`config.mk`:
```
export PLATFORM = sky130hd
export DESIGN_NAME = codec_clock_enable_control
export DESIGN_NICKNAME = d
export VERILOG_FILES = /design/src/clk_ctl_pkg.sv /design/src/clock_divider.sv /design/src/codec_clock_enable_control.sv /design/src/spike_filter.sv
export VERILOG_INCLUDE_DIRS = /design/src /design/src/src
export SDC_FILE = /design/constraint.sdc
export NUM_CORES = 1
export LEC_CHECK = 0
export BUFFER_PORTS_ARGS = -buffer_cell sky130_fd_sc_hd__buf_2
export CORE_ASPECT_RATIO = 1.25
export CORE_UTILIZATION = 45
export CTS_BUF_LIST = sky130_fd_sc_hd__clkbuf_8 sky130_fd_sc_hd__clkbuf_16
export DETAILED_ROUTE_END_ITERATION = 8
export GPL_TIMING_DRIVEN = 0
export PLACE_DENSITY = 0.77
export SYNTH_ARGS = -nofsm -noshare
export SYNTH_HDL_FRONTEND = slang
export SYNTH_HIERARCHICAL = 1
export SYNTH_SLANG_ARGS = --single-unit
```
`constraint.sdc`:
```
create_clock -name mclk_i -period 2.9 [get_ports mclk_i]
set_input_delay 0.435 -clock mclk_i [delete_from_list [all_inputs] [get_ports mclk_i]]
set_output_delay 0.435 -clock mclk_i [all_outputs]
set_load 0.1 [all_outputs]
```
`src/clk_ctl_cfg.svh`:
```
// offsets, bit positions, reset values and timing counts of the clock control block
`ifndef CLK_CTL_CFG_SVH
`define CLK_CTL_CFG_SVH
`define ADDR_CLOCK_ENABLE_CONTROL 8'h00
`define ADDR_PLL_DENOMINATOR_HIGH 8'h01
`define ADDR_PLL_SETUP_LAST 8'h06
`define ADDR_PLL_LOCK_STATUS 8'h06
`define ADDR_PARAM_FIRST 8'h10
`define BIT_PLL_ENABLE 7
`define BIT_GLITCH_FILTER_OFF 5
`define BIT_CRYSTAL_OSC_OFF 4
`define BIT_MAIN_CLOCK_SOURCE_SELECT 3
`define BIT_CORE_CLOCK_DIVIDER 2
`define BIT_MASTER_CLOCK_DIVIDER 1
`define BIT_MAIN_CLOCK_ENABLE 0
`define BIT_PLL_LOCK 0
`define RST_CLOCK_ENABLE_CONTROL 8'h00
`define RST_PLL_DENOMINATOR_HIGH 8'h00
`define CLK_CTL_MASK 8'hBF
`define SPIKE_NS 50
`define MCLK_PERIOD_NS 10
`define SPIKE_CYCLES ((`SPIKE_NS + `MCLK_PERIOD_NS - 1) / `MCLK_PERIOD_NS)
`endif

```
`src/clk_ctl_pkg.sv`:
```
// types shared by the clock control block
package clk_ctl_pkg;
  typedef enum logic [2:0] {
    SW_RUN = 3'b001,
    SW_DRAIN = 3'b010,
    SW_SWAP = 3'b100
  } sw_state_t;
endpackage

```
`src/clock_divider.sv`:
```
// divide-by-1/2 stage with glitch-free ratio change
`timescale 1ns/1ps
`default_nettype none
`include "clk_ctl_cfg.svh"
module clock_divider
  import clk_ctl_pkg::*;
(
  input wire logic mclk_i,
  input wire logic rst_b_i,
  input wire logic run_i,
  input wire logic div_one_i,
  output logic clk_en_o
);
  typedef struct packed {
    logic phase;
    logic div_one;
    logic en;
  } div_t;
  div_t s_q, s_d;
  // ratio taken only at the end of a full output period; phase holds between source ticks
  always_comb begin
    s_d = s_q;
    s_d.phase = run_i ? ~s_q.phase : s_q.phase;
    if (run_i && (s_q.phase || s_q.div_one)) begin
      s_d.div_one = div_one_i;
      s_d.phase = 1'b0;
    end
    s_d.en = run_i && (s_d.div_one || s_d.phase);
  end
  always_ff @(posedge mclk_i) begin
    if (!rst_b_i) begin
      s_q <= '{phase: 1'b0, div_one: 1'b0, en: 1'b0};
    end else begin
      s_q <= s_d;
    end
  end
  assign clk_en_o = s_q.en;
endmodule
`default_nettype wire

```
`src/codec_clock_enable_control.sv`:
```
// clock enable, source select and divider control of the codec
// Operation
// - PLL enable clear keeps PLL powered down and its output off.
// - PLL output runs only with PLL enable and main clock enable both set.
// - 50 ns spike filter on SDA and SCL unless bit 5 bypasses it.
// - SPI mode bypasses the spike filter regardless of bit 5.
// - bit 3 selects external pin (0) or PLL (1) as main clock.
// - bit 2 core, bit 1 master divider: 0 divides by 2, 1 by 1.
// - main clock enable clear: only clock control and PLL setup writable.
// - after main clock enable, parameter writes ignored until DSP clock enable.
// - bit 4 set stops the crystal oscillator, clear keeps it running.
// - lock flag reads in bit 0 at offset 0x06.
`timescale 1ns/1ps
`default_nettype none
`include "clk_ctl_cfg.svh"
module codec_clock_enable_control
  import clk_ctl_pkg::*;
#(
  parameter int unsigned SPIKE_CYCLES = `SPIKE_CYCLES
) (
  input wire logic mclk_i,
  input wire logic rst_b_i,
  input wire logic [7:0] addr_i,
  input wire logic [7:0] wdata_i,
  input wire logic wr_i,
  input wire logic rd_i,
  output logic [7:0] rdata_o,
  input wire logic pll_locked_i,
  input wire logic spi_mode_i,
  input wire logic dsp_clk_en_i,
  input wire logic ext_clk_en_i,
  input wire logic pll_clk_en_i,
  input wire logic sda_i,
  input wire logic scl_i,
  output logic sda_filt_o,
  output logic scl_filt_o,
  output logic pll_power_on_o,
  output logic pll_clk_out_en_o,
  output logic crystal_osc_run_o,
  output logic main_clk_en_o,
  output logic core_clk_en_o,
  output logic master_clk_en_o,
  output logic [15:8] pll_denominator_o,
  output logic param_wr_o,
  output logic [7:0] param_addr_o,
  output logic [7:0] param_wdata_o
);
  typedef struct packed {
    logic [7:0] ctl;
    logic [7:0] den_hi;
    logic [7:0] rdata;
    sw_state_t sw;
    logic src_pll;
    logic param_wr;
    logic [7:0] param_addr;
    logic [7:0] param_wdata;
  } state_t;
  state_t s_q, s_d;

  // control register fields
  logic pll_en;
  logic main_en;
  logic src_req;
  logic filt_off;
  logic xtal_off;
  logic core_div_one;
  logic mst_div_one;

  // address decode results
  logic hit_ctl;
  logic hit_den;
  logic hit_setup;
  logic hit_lock;
  logic hit_plain;
  logic hit_param;

  // write and read qualifiers
  logic wr_ok;
  logic wr_ctl;
  logic wr_den;
  logic wr_fwd;
  logic [7:0] rd_word;

  // clock path helpers
  logic filt_bypass;
  logic src_clk_en;
  logic div_run;
  logic core_en;
  logic mst_en;
  logic swap_pending;
  logic drained;

  // control register fields, one name each
  assign pll_en = s_q.ctl[`BIT_PLL_ENABLE];
  assign main_en = s_q.ctl[`BIT_MAIN_CLOCK_ENABLE];
  assign src_req = s_q.ctl[`BIT_MAIN_CLOCK_SOURCE_SELECT];
  assign filt_off = s_q.ctl[`BIT_GLITCH_FILTER_OFF];
  assign xtal_off = s_q.ctl[`BIT_CRYSTAL_OSC_OFF];
  assign core_div_one = s_q.ctl[`BIT_CORE_CLOCK_DIVIDER];
  assign mst_div_one = s_q.ctl[`BIT_MASTER_CLOCK_DIVIDER];

  // filter bypass by bit or by spi mode
  assign filt_bypass = filt_off | spi_mode_i;

  // source gate of the currently selected clock
  always_comb begin
    src_clk_en = 1'b0;
    if (s_q.src_pll) begin
      src_clk_en = pll_clk_en_i & pll_clk_out_en_o;
    end else begin
      src_clk_en = ext_clk_en_i;
    end
  end

  // switch bookkeeping: pending request, both outputs idle
  assign swap_pending = (src_req != s_q.src_pll);
  assign drained = !core_en && !mst_en;

  // dividers stop while draining for a source change
  assign div_run = main_en && (s_q.sw == SW_RUN) && src_clk_en;

  // address decode, one region per address range
  always_comb begin
    hit_ctl = 1'b0;
    hit_den = 1'b0;
    hit_setup = 1'b0;
    hit_lock = 1'b0;
    hit_plain = 1'b0;
    hit_param = 1'b0;
    if (addr_i == `ADDR_CLOCK_ENABLE_CONTROL) begin
      hit_ctl = 1'b1;
    end else if (addr_i == `ADDR_PLL_DENOMINATOR_HIGH) begin
      hit_den = 1'b1;
    end else if (addr_i == `ADDR_PLL_LOCK_STATUS) begin
      hit_lock = 1'b1;
    end else if (addr_i < `ADDR_PLL_SETUP_LAST) begin
      hit_setup = 1'b1;
    end else if (addr_i < `ADDR_PARAM_FIRST) begin
      hit_plain = 1'b1;
    end else begin
      hit_param = 1'b1;
    end
  end

  // accepted writes, split by target
  assign wr_ctl = wr_i && hit_ctl;
  assign wr_den = wr_i && hit_den;
  assign wr_fwd = wr_i && wr_ok && (hit_plain || hit_param);

  // read mux; setup and unmapped addresses read zero
  always_comb begin
    rd_word = 8'h00;
    if (hit_ctl) begin
      rd_word = s_q.ctl;
    end else if (hit_den) begin
      rd_word = s_q.den_hi;
    end else if (hit_lock) begin
      rd_word = {7'h00, pll_locked_i};
    end else begin
      rd_word = 8'h00;
    end
  end

  // write gating: clocks off allows only clock and PLL setup registers
  always_comb begin
    wr_ok = 1'b0;
    if (hit_ctl || hit_den || hit_setup || hit_lock) begin
      wr_ok = 1'b1;
    end else if (!main_en) begin
      wr_ok = 1'b0;
    end else if (hit_param) begin
      wr_ok = dsp_clk_en_i;
    end else begin
      wr_ok = 1'b1;
    end
  end

  // register writes, reads, and source switch sequencing
  always_comb begin
    s_d = s_q;
    // forwarded write pulse lasts one cycle
    s_d.param_wr = wr_fwd;
    // control register keeps its reserved bit at zero
    if (wr_ctl) begin
      s_d.ctl = wdata_i & `CLK_CTL_MASK;
    end
    // denominator high byte
    if (wr_den) begin
      s_d.den_hi = wdata_i;
    end
    // parameter and ordinary register writes leave the block
    if (wr_fwd) begin
      s_d.param_addr = addr_i;
      s_d.param_wdata = wdata_i;
    end
    // read data stand for the one cycle after the strobe
    s_d.rdata = 8'h00;
    if (rd_i) begin
      s_d.rdata = rd_word;
    end
    // stop outputs, swap source, resume
    case (s_q.sw)
      // dividers run; a new source request starts the drain
      SW_RUN: begin
        if (swap_pending) begin
          s_d.sw = SW_DRAIN;
        end else begin
          s_d.sw = SW_RUN;
        end
      end
      // wait until neither derived enable is high
      SW_DRAIN: begin
        if (drained) begin
          s_d.sw = SW_SWAP;
        end else begin
          s_d.sw = SW_DRAIN;
        end
      end
      // take the new source, then resume
      SW_SWAP: begin
        s_d.src_pll = src_req;
        s_d.sw = SW_RUN;
      end
      default: begin
        s_d.sw = SW_RUN;
      end
    endcase
  end

  // state register with reset values
  always_ff @(posedge mclk_i) begin
    if (!rst_b_i) begin
      s_q.ctl <= `RST_CLOCK_ENABLE_CONTROL;
      s_q.den_hi <= `RST_PLL_DENOMINATOR_HIGH;
      s_q.rdata <= 8'h00;
      s_q.sw <= SW_RUN;
      s_q.src_pll <= 1'b0;
      s_q.param_wr <= 1'b0;
      s_q.param_addr <= 8'h00;
      s_q.param_wdata <= 8'h00;
    end else begin
      s_q <= s_d;
    end
  end

  // core and master divide stages
  clock_divider u_core_div (
    .mclk_i(mclk_i),
    .rst_b_i(rst_b_i),
    .run_i(div_run),
    .div_one_i(core_div_one),
    .clk_en_o(core_en)
  );
  clock_divider u_master_div (
    .mclk_i(mclk_i),
    .rst_b_i(rst_b_i),
    .run_i(div_run),
    .div_one_i(mst_div_one),
    .clk_en_o(mst_en)
  );

  // control-port spike filters
  spike_filter #(.CYCLES(SPIKE_CYCLES)) u_sda_filt (
    .mclk_i(mclk_i),
    .rst_b_i(rst_b_i),
    .bypass_i(filt_bypass),
    .raw_i(sda_i),
    .out_o(sda_filt_o)
  );
  spike_filter #(.CYCLES(SPIKE_CYCLES)) u_scl_filt (
    .mclk_i(mclk_i),
    .rst_b_i(rst_b_i),
    .bypass_i(filt_bypass),
    .raw_i(scl_i),
    .out_o(scl_filt_o)
  );

  // PLL power and output gate
  assign pll_power_on_o = pll_en;
  assign pll_clk_out_en_o = pll_en & main_en;

  // oscillator and main clock
  assign crystal_osc_run_o = ~xtal_off;
  assign main_clk_en_o = main_en;

  // derived clock enables
  assign core_clk_en_o = core_en;
  assign master_clk_en_o = mst_en;

  // denominator high byte
  assign pll_denominator_o = s_q.den_hi;

  // registered read data
  assign rdata_o = s_q.rdata;

  // forwarded write
  assign param_wr_o = s_q.param_wr;
  assign param_addr_o = s_q.param_addr;
  assign param_wdata_o = s_q.param_wdata;
endmodule
`default_nettype wire

```
`src/spike_filter.sv`:
```
// spike suppression filter for one control-port input
`timescale 1ns/1ps
`default_nettype none
`include "clk_ctl_cfg.svh"
module spike_filter
  import clk_ctl_pkg::*;
#(
  parameter int unsigned CYCLES = `SPIKE_CYCLES
) (
  input wire logic mclk_i,
  input wire logic rst_b_i,
  input wire logic bypass_i,
  input wire logic raw_i,
  output logic out_o
);
  typedef struct packed {
    logic stable;
    logic [7:0] cnt;
  } filt_t;
  filt_t s_q, s_d;
  // a new level must persist CYCLES clocks before it passes
  always_comb begin
    s_d = s_q;
    if (raw_i == s_q.stable) begin
      s_d.cnt = 8'h00;
    end else if (s_q.cnt >= 8'(CYCLES - 1)) begin
      s_d.stable = raw_i;
      s_d.cnt = 8'h00;
    end else begin
      s_d.cnt = s_q.cnt + 8'h01;
    end
  end
  always_ff @(posedge mclk_i) begin
    if (!rst_b_i) begin
      s_q <= '{stable: 1'b1, cnt: 8'h00};
    end else begin
      s_q <= s_d;
    end
  end
  assign out_o = bypass_i ? raw_i : s_q.stable;
endmodule
`default_nettype wire
```
==> impl_results.md <==
- Synth Area in XOR/XNOR: 0.0151
- Post-synthesis compound-gate area fraction: 0.0418
- First-pass GRT wire length: 9300 um
- Final nets: approximately 410
- Gr ovfl total: 0
- Main combinational cell family by area after synthesis: simple AND/OR/NAND/NOR gates
- IO Count: 68
- Combinational share of power: 0.057
- Syn Std Cell Area: 2900 sq um
- Post_cts resized: 0
- RSZ-0062 raised after global routing: false
- Synth Area in Adders: 0.0172
- CP Capture Type: output port
- Placed Instances: 449
- CTS root buffer: clkbuf_8
- Setup repair bufs after CTS: 0
- Power Internal: 1.38 mW
- Max-Cap Viols: 0
- Seq/Total Area, Yosys: 0.469
- First-pass DRT Iterations: 4
- Site Rows: 32
- CTS Buf Count: 9
- Fin crit period: 2.10 ns
- Startpoint types: flip-flop
- Top_reg_cell synth: dfxtp_1
- WHS: 0.340 ns
- Clock slew seen by the registers of the worst setup and hold paths: 0.08 ns
- Mean Syn Cell Area: 10.0 sq um
- Tightest Hold Check Type: in2reg
- CTS Hold Bufs: 0
- Largest net degree at the start of global routing: 14
- Total number of yosys warnings: 6
- CP top delay family: buffers and inverters
- Bufs and invs on worst path: 1
- Vias in the first global route: 2050
- Worst skew pair latency: 0.35 ns
- Final setup fails: 0
- Die W: 73.8 um
- Fin crit share: 0.724
- Die area: approximately 6800 sq um
- Vias: 2141
- Reg power frac: 0.520
- Slowest CP cell: buf_2
- Relative slew slack: 0.529
- DRC: 0
- Post-route cell area: 3580 sq um
- Static leakage: 1.63 nW
- CP Cell Sequence: or2_2, mux2_2, buf_2
- Psw: 0.446 mW
- Initial core utilization: 0.468
- Routed WL per cell: 12.0 um
- Fin. Hold Viols: 0
- ANT nets after route: 0
- Final RePlAce weighted congestion: 0.752
- DRC marker count from the first detailed-route iteration: 83
- Post-DP HPWL: 4190 um
- Htree depth: 3
- CTS max path bufs: 2
- Fmax: 476 MHz
- CP arrival: 1.66 ns
- Layout area overhead: 23.4%
- Net Sw Frac: 0.244
- Final TNS setup: 0 ns
- Peak supply drop: around 0.00042 V
- Routed WL: 5600 um
- Pwr Density: roughly 500 nW/um^2
- Yosys reg bits: 68
- R2r setup slk: roughly 1.2 ns
- Share of cells above drive strength 1: 0.350
- Status: completed
- Post-Synthesis Cells: 289
- EDFF count, synth: 0
- Yosys cell types: 46
- Clock share of power: 0.424
- Crit-path max FO: 3
- Slowest cell delay on critical path: around 0.41 ns
- Non-Filler Instances: 465
- Multiplexer share of the synthesized area: 0.135
- Tot Pwr: ~1.8 mW
- Crit Path Class: reg2out
- Die Y: about 90 um
- IO Port Bufs: 67
- Core footprint: around 6200 sq um
- Layout Skew: 0.00876 ns
- Simple-gate area share of the yosys netlist: 0.196
- N_diodes: 0
- Sink Count: 68
- DR vias/cell: 4.60
- Worst endpoint required time: ~2.5 ns
- CTS tree: built
- Global Route Usage Sum: 0.186
- Initial antenna violation count: 0
- Worst Tran Pin Value: 0.705 ns
- Final Max Slew Viols: 0
- Ys async rst share: 0
- Placed inst area: 3370 sq um
-- synthesized netlist by cell type (all sizes together) (4+ instances only) --
| cell type | number | share of area |
|---|---|---|
| a21oi | 4 | 0.0069 |
| mux2i | 37 | 0.13 |
| nor2b | 4 | 0.011 |
| nand2b | 4 | 0.0086 |
| dfxtp | 68 | 0.47 |
| buf | 37 | 0.10 |
| nand4 | 4 | 0.013 |
| ha | 4 | 0.017 |
| nor2 | 20 | 0.026 |
| nand2 | 51 | 0.066 |
| inv | 7 | 0.0091 |
| nand3 | 4 | 0.0069 |
-- area by class of cell --
cell class	instances	area, sq um
buffer	42	330
clock buffer	9	124
clock inverter	7	76.3
fill	566	2630
inverter	7	26.3
multi-input combinational	180	1220
sequential	68	1360
tap	85	106
timing repair buffer	67	335
-- registers in the layout, summed over array words and instances (netlist names), 2 cells and up --
| signal | cells |
|---|---|
| u_scl_filt/s_q | 9 |
| u_sda_filt/s_q | 9 |
| param_addr_o | 8 |
| param_wdata_o | 8 |
| pll_denominator_o | 8 |
| rdata_o | 8 |
| s_q | 6 |
| u_core_div/s_q | 2 |
| u_master_div/s_q | 2 |
-- cell families (layout without fill, tap and decap cells) --
logic type,after synthesis,in the layout
buf+inv,49,132
flops,68,68
fa+ha+maj,4,4
compound gates,16,16
mux,39,39
xor+xnor,5,5
other cells,2,10
simple gates,106,106
-- per-layer routing --
layer,up-vias,global-route usage,wire length (um)
li1,1091,-,-
met4,0,0.0913,111
met2,53,0.319,2910
met5,-,0,0
met1,987,0.202,2280
met3,10,0.0582,299
-- power groups by stage --
| stage | combinational [mW] | sequential (mW) | clock (mW) |
|---|---|---|---|
| detailed placement | 0.104 | 0.971 | 0 |
| floorplan | 0.0654 | 0.970 | 0 |
| global placement | 0.102 | 0.970 | 0 |
| global route | 0.112 | 0.950 | 0.836 |
| CTS | 0.105 | 0.949 | 0.790 |
| finish | 0.104 | 0.949 | 0.774 |
-- worst register-to-register path, stage by stage (launching register included) --
cell and delay (ns):
dfxtp_1 0.40, a31oi_1 0.13, nor4b_2 0.66, and3b_1 0.25, a31o_1 0.18
-- cells in the final DEF, fill, tap and decap left out, types with 3 or more instances in the layout --
cell type / instances
a21boi_0: 3
a21oi_1: 4
buf_2: 69
buf_4: 32
clkbuf_8: 9
conb_1: 10
dfxtp_1: 68
ha_1: 4
inv_1: 7
mux2i_1: 37
nand2_1: 51
nand2b_1: 4
nand3_1: 4
nor2_1: 20
nor2b_1: 3
xor2_1: 3
-- worst paths after layout --
check | start | endpoint | depth (start not counted)
worst max register to register | pll_power_on_o$_SDFFE_PN0P_ | u_master_div/s_q[2]$_SDFF_PN0_ | 4
worst min-delay path | addr_i[4] | param_addr_o[4]$_SDFFE_PN0P_ | 3
worst min register to register | u_sda_filt/s_q[0]$_SDFF_PP0_ | u_sda_filt/s_q[0]$_SDFF_PP0_ | 1
worst max-delay path | filt_off$_SDFFE_PN0P_ | scl_filt_o | 3
-- metrics by stage --
stage,setup slack [ns],utilization
final,0.801,0.577
after floorplan,0.399,-
after global routing,0.739,0.577
after CTS,0.718,0.576
after detailed placement,0.539,0.544
after global placement,0.621,0.544
(Power assumes the default switching activity.)
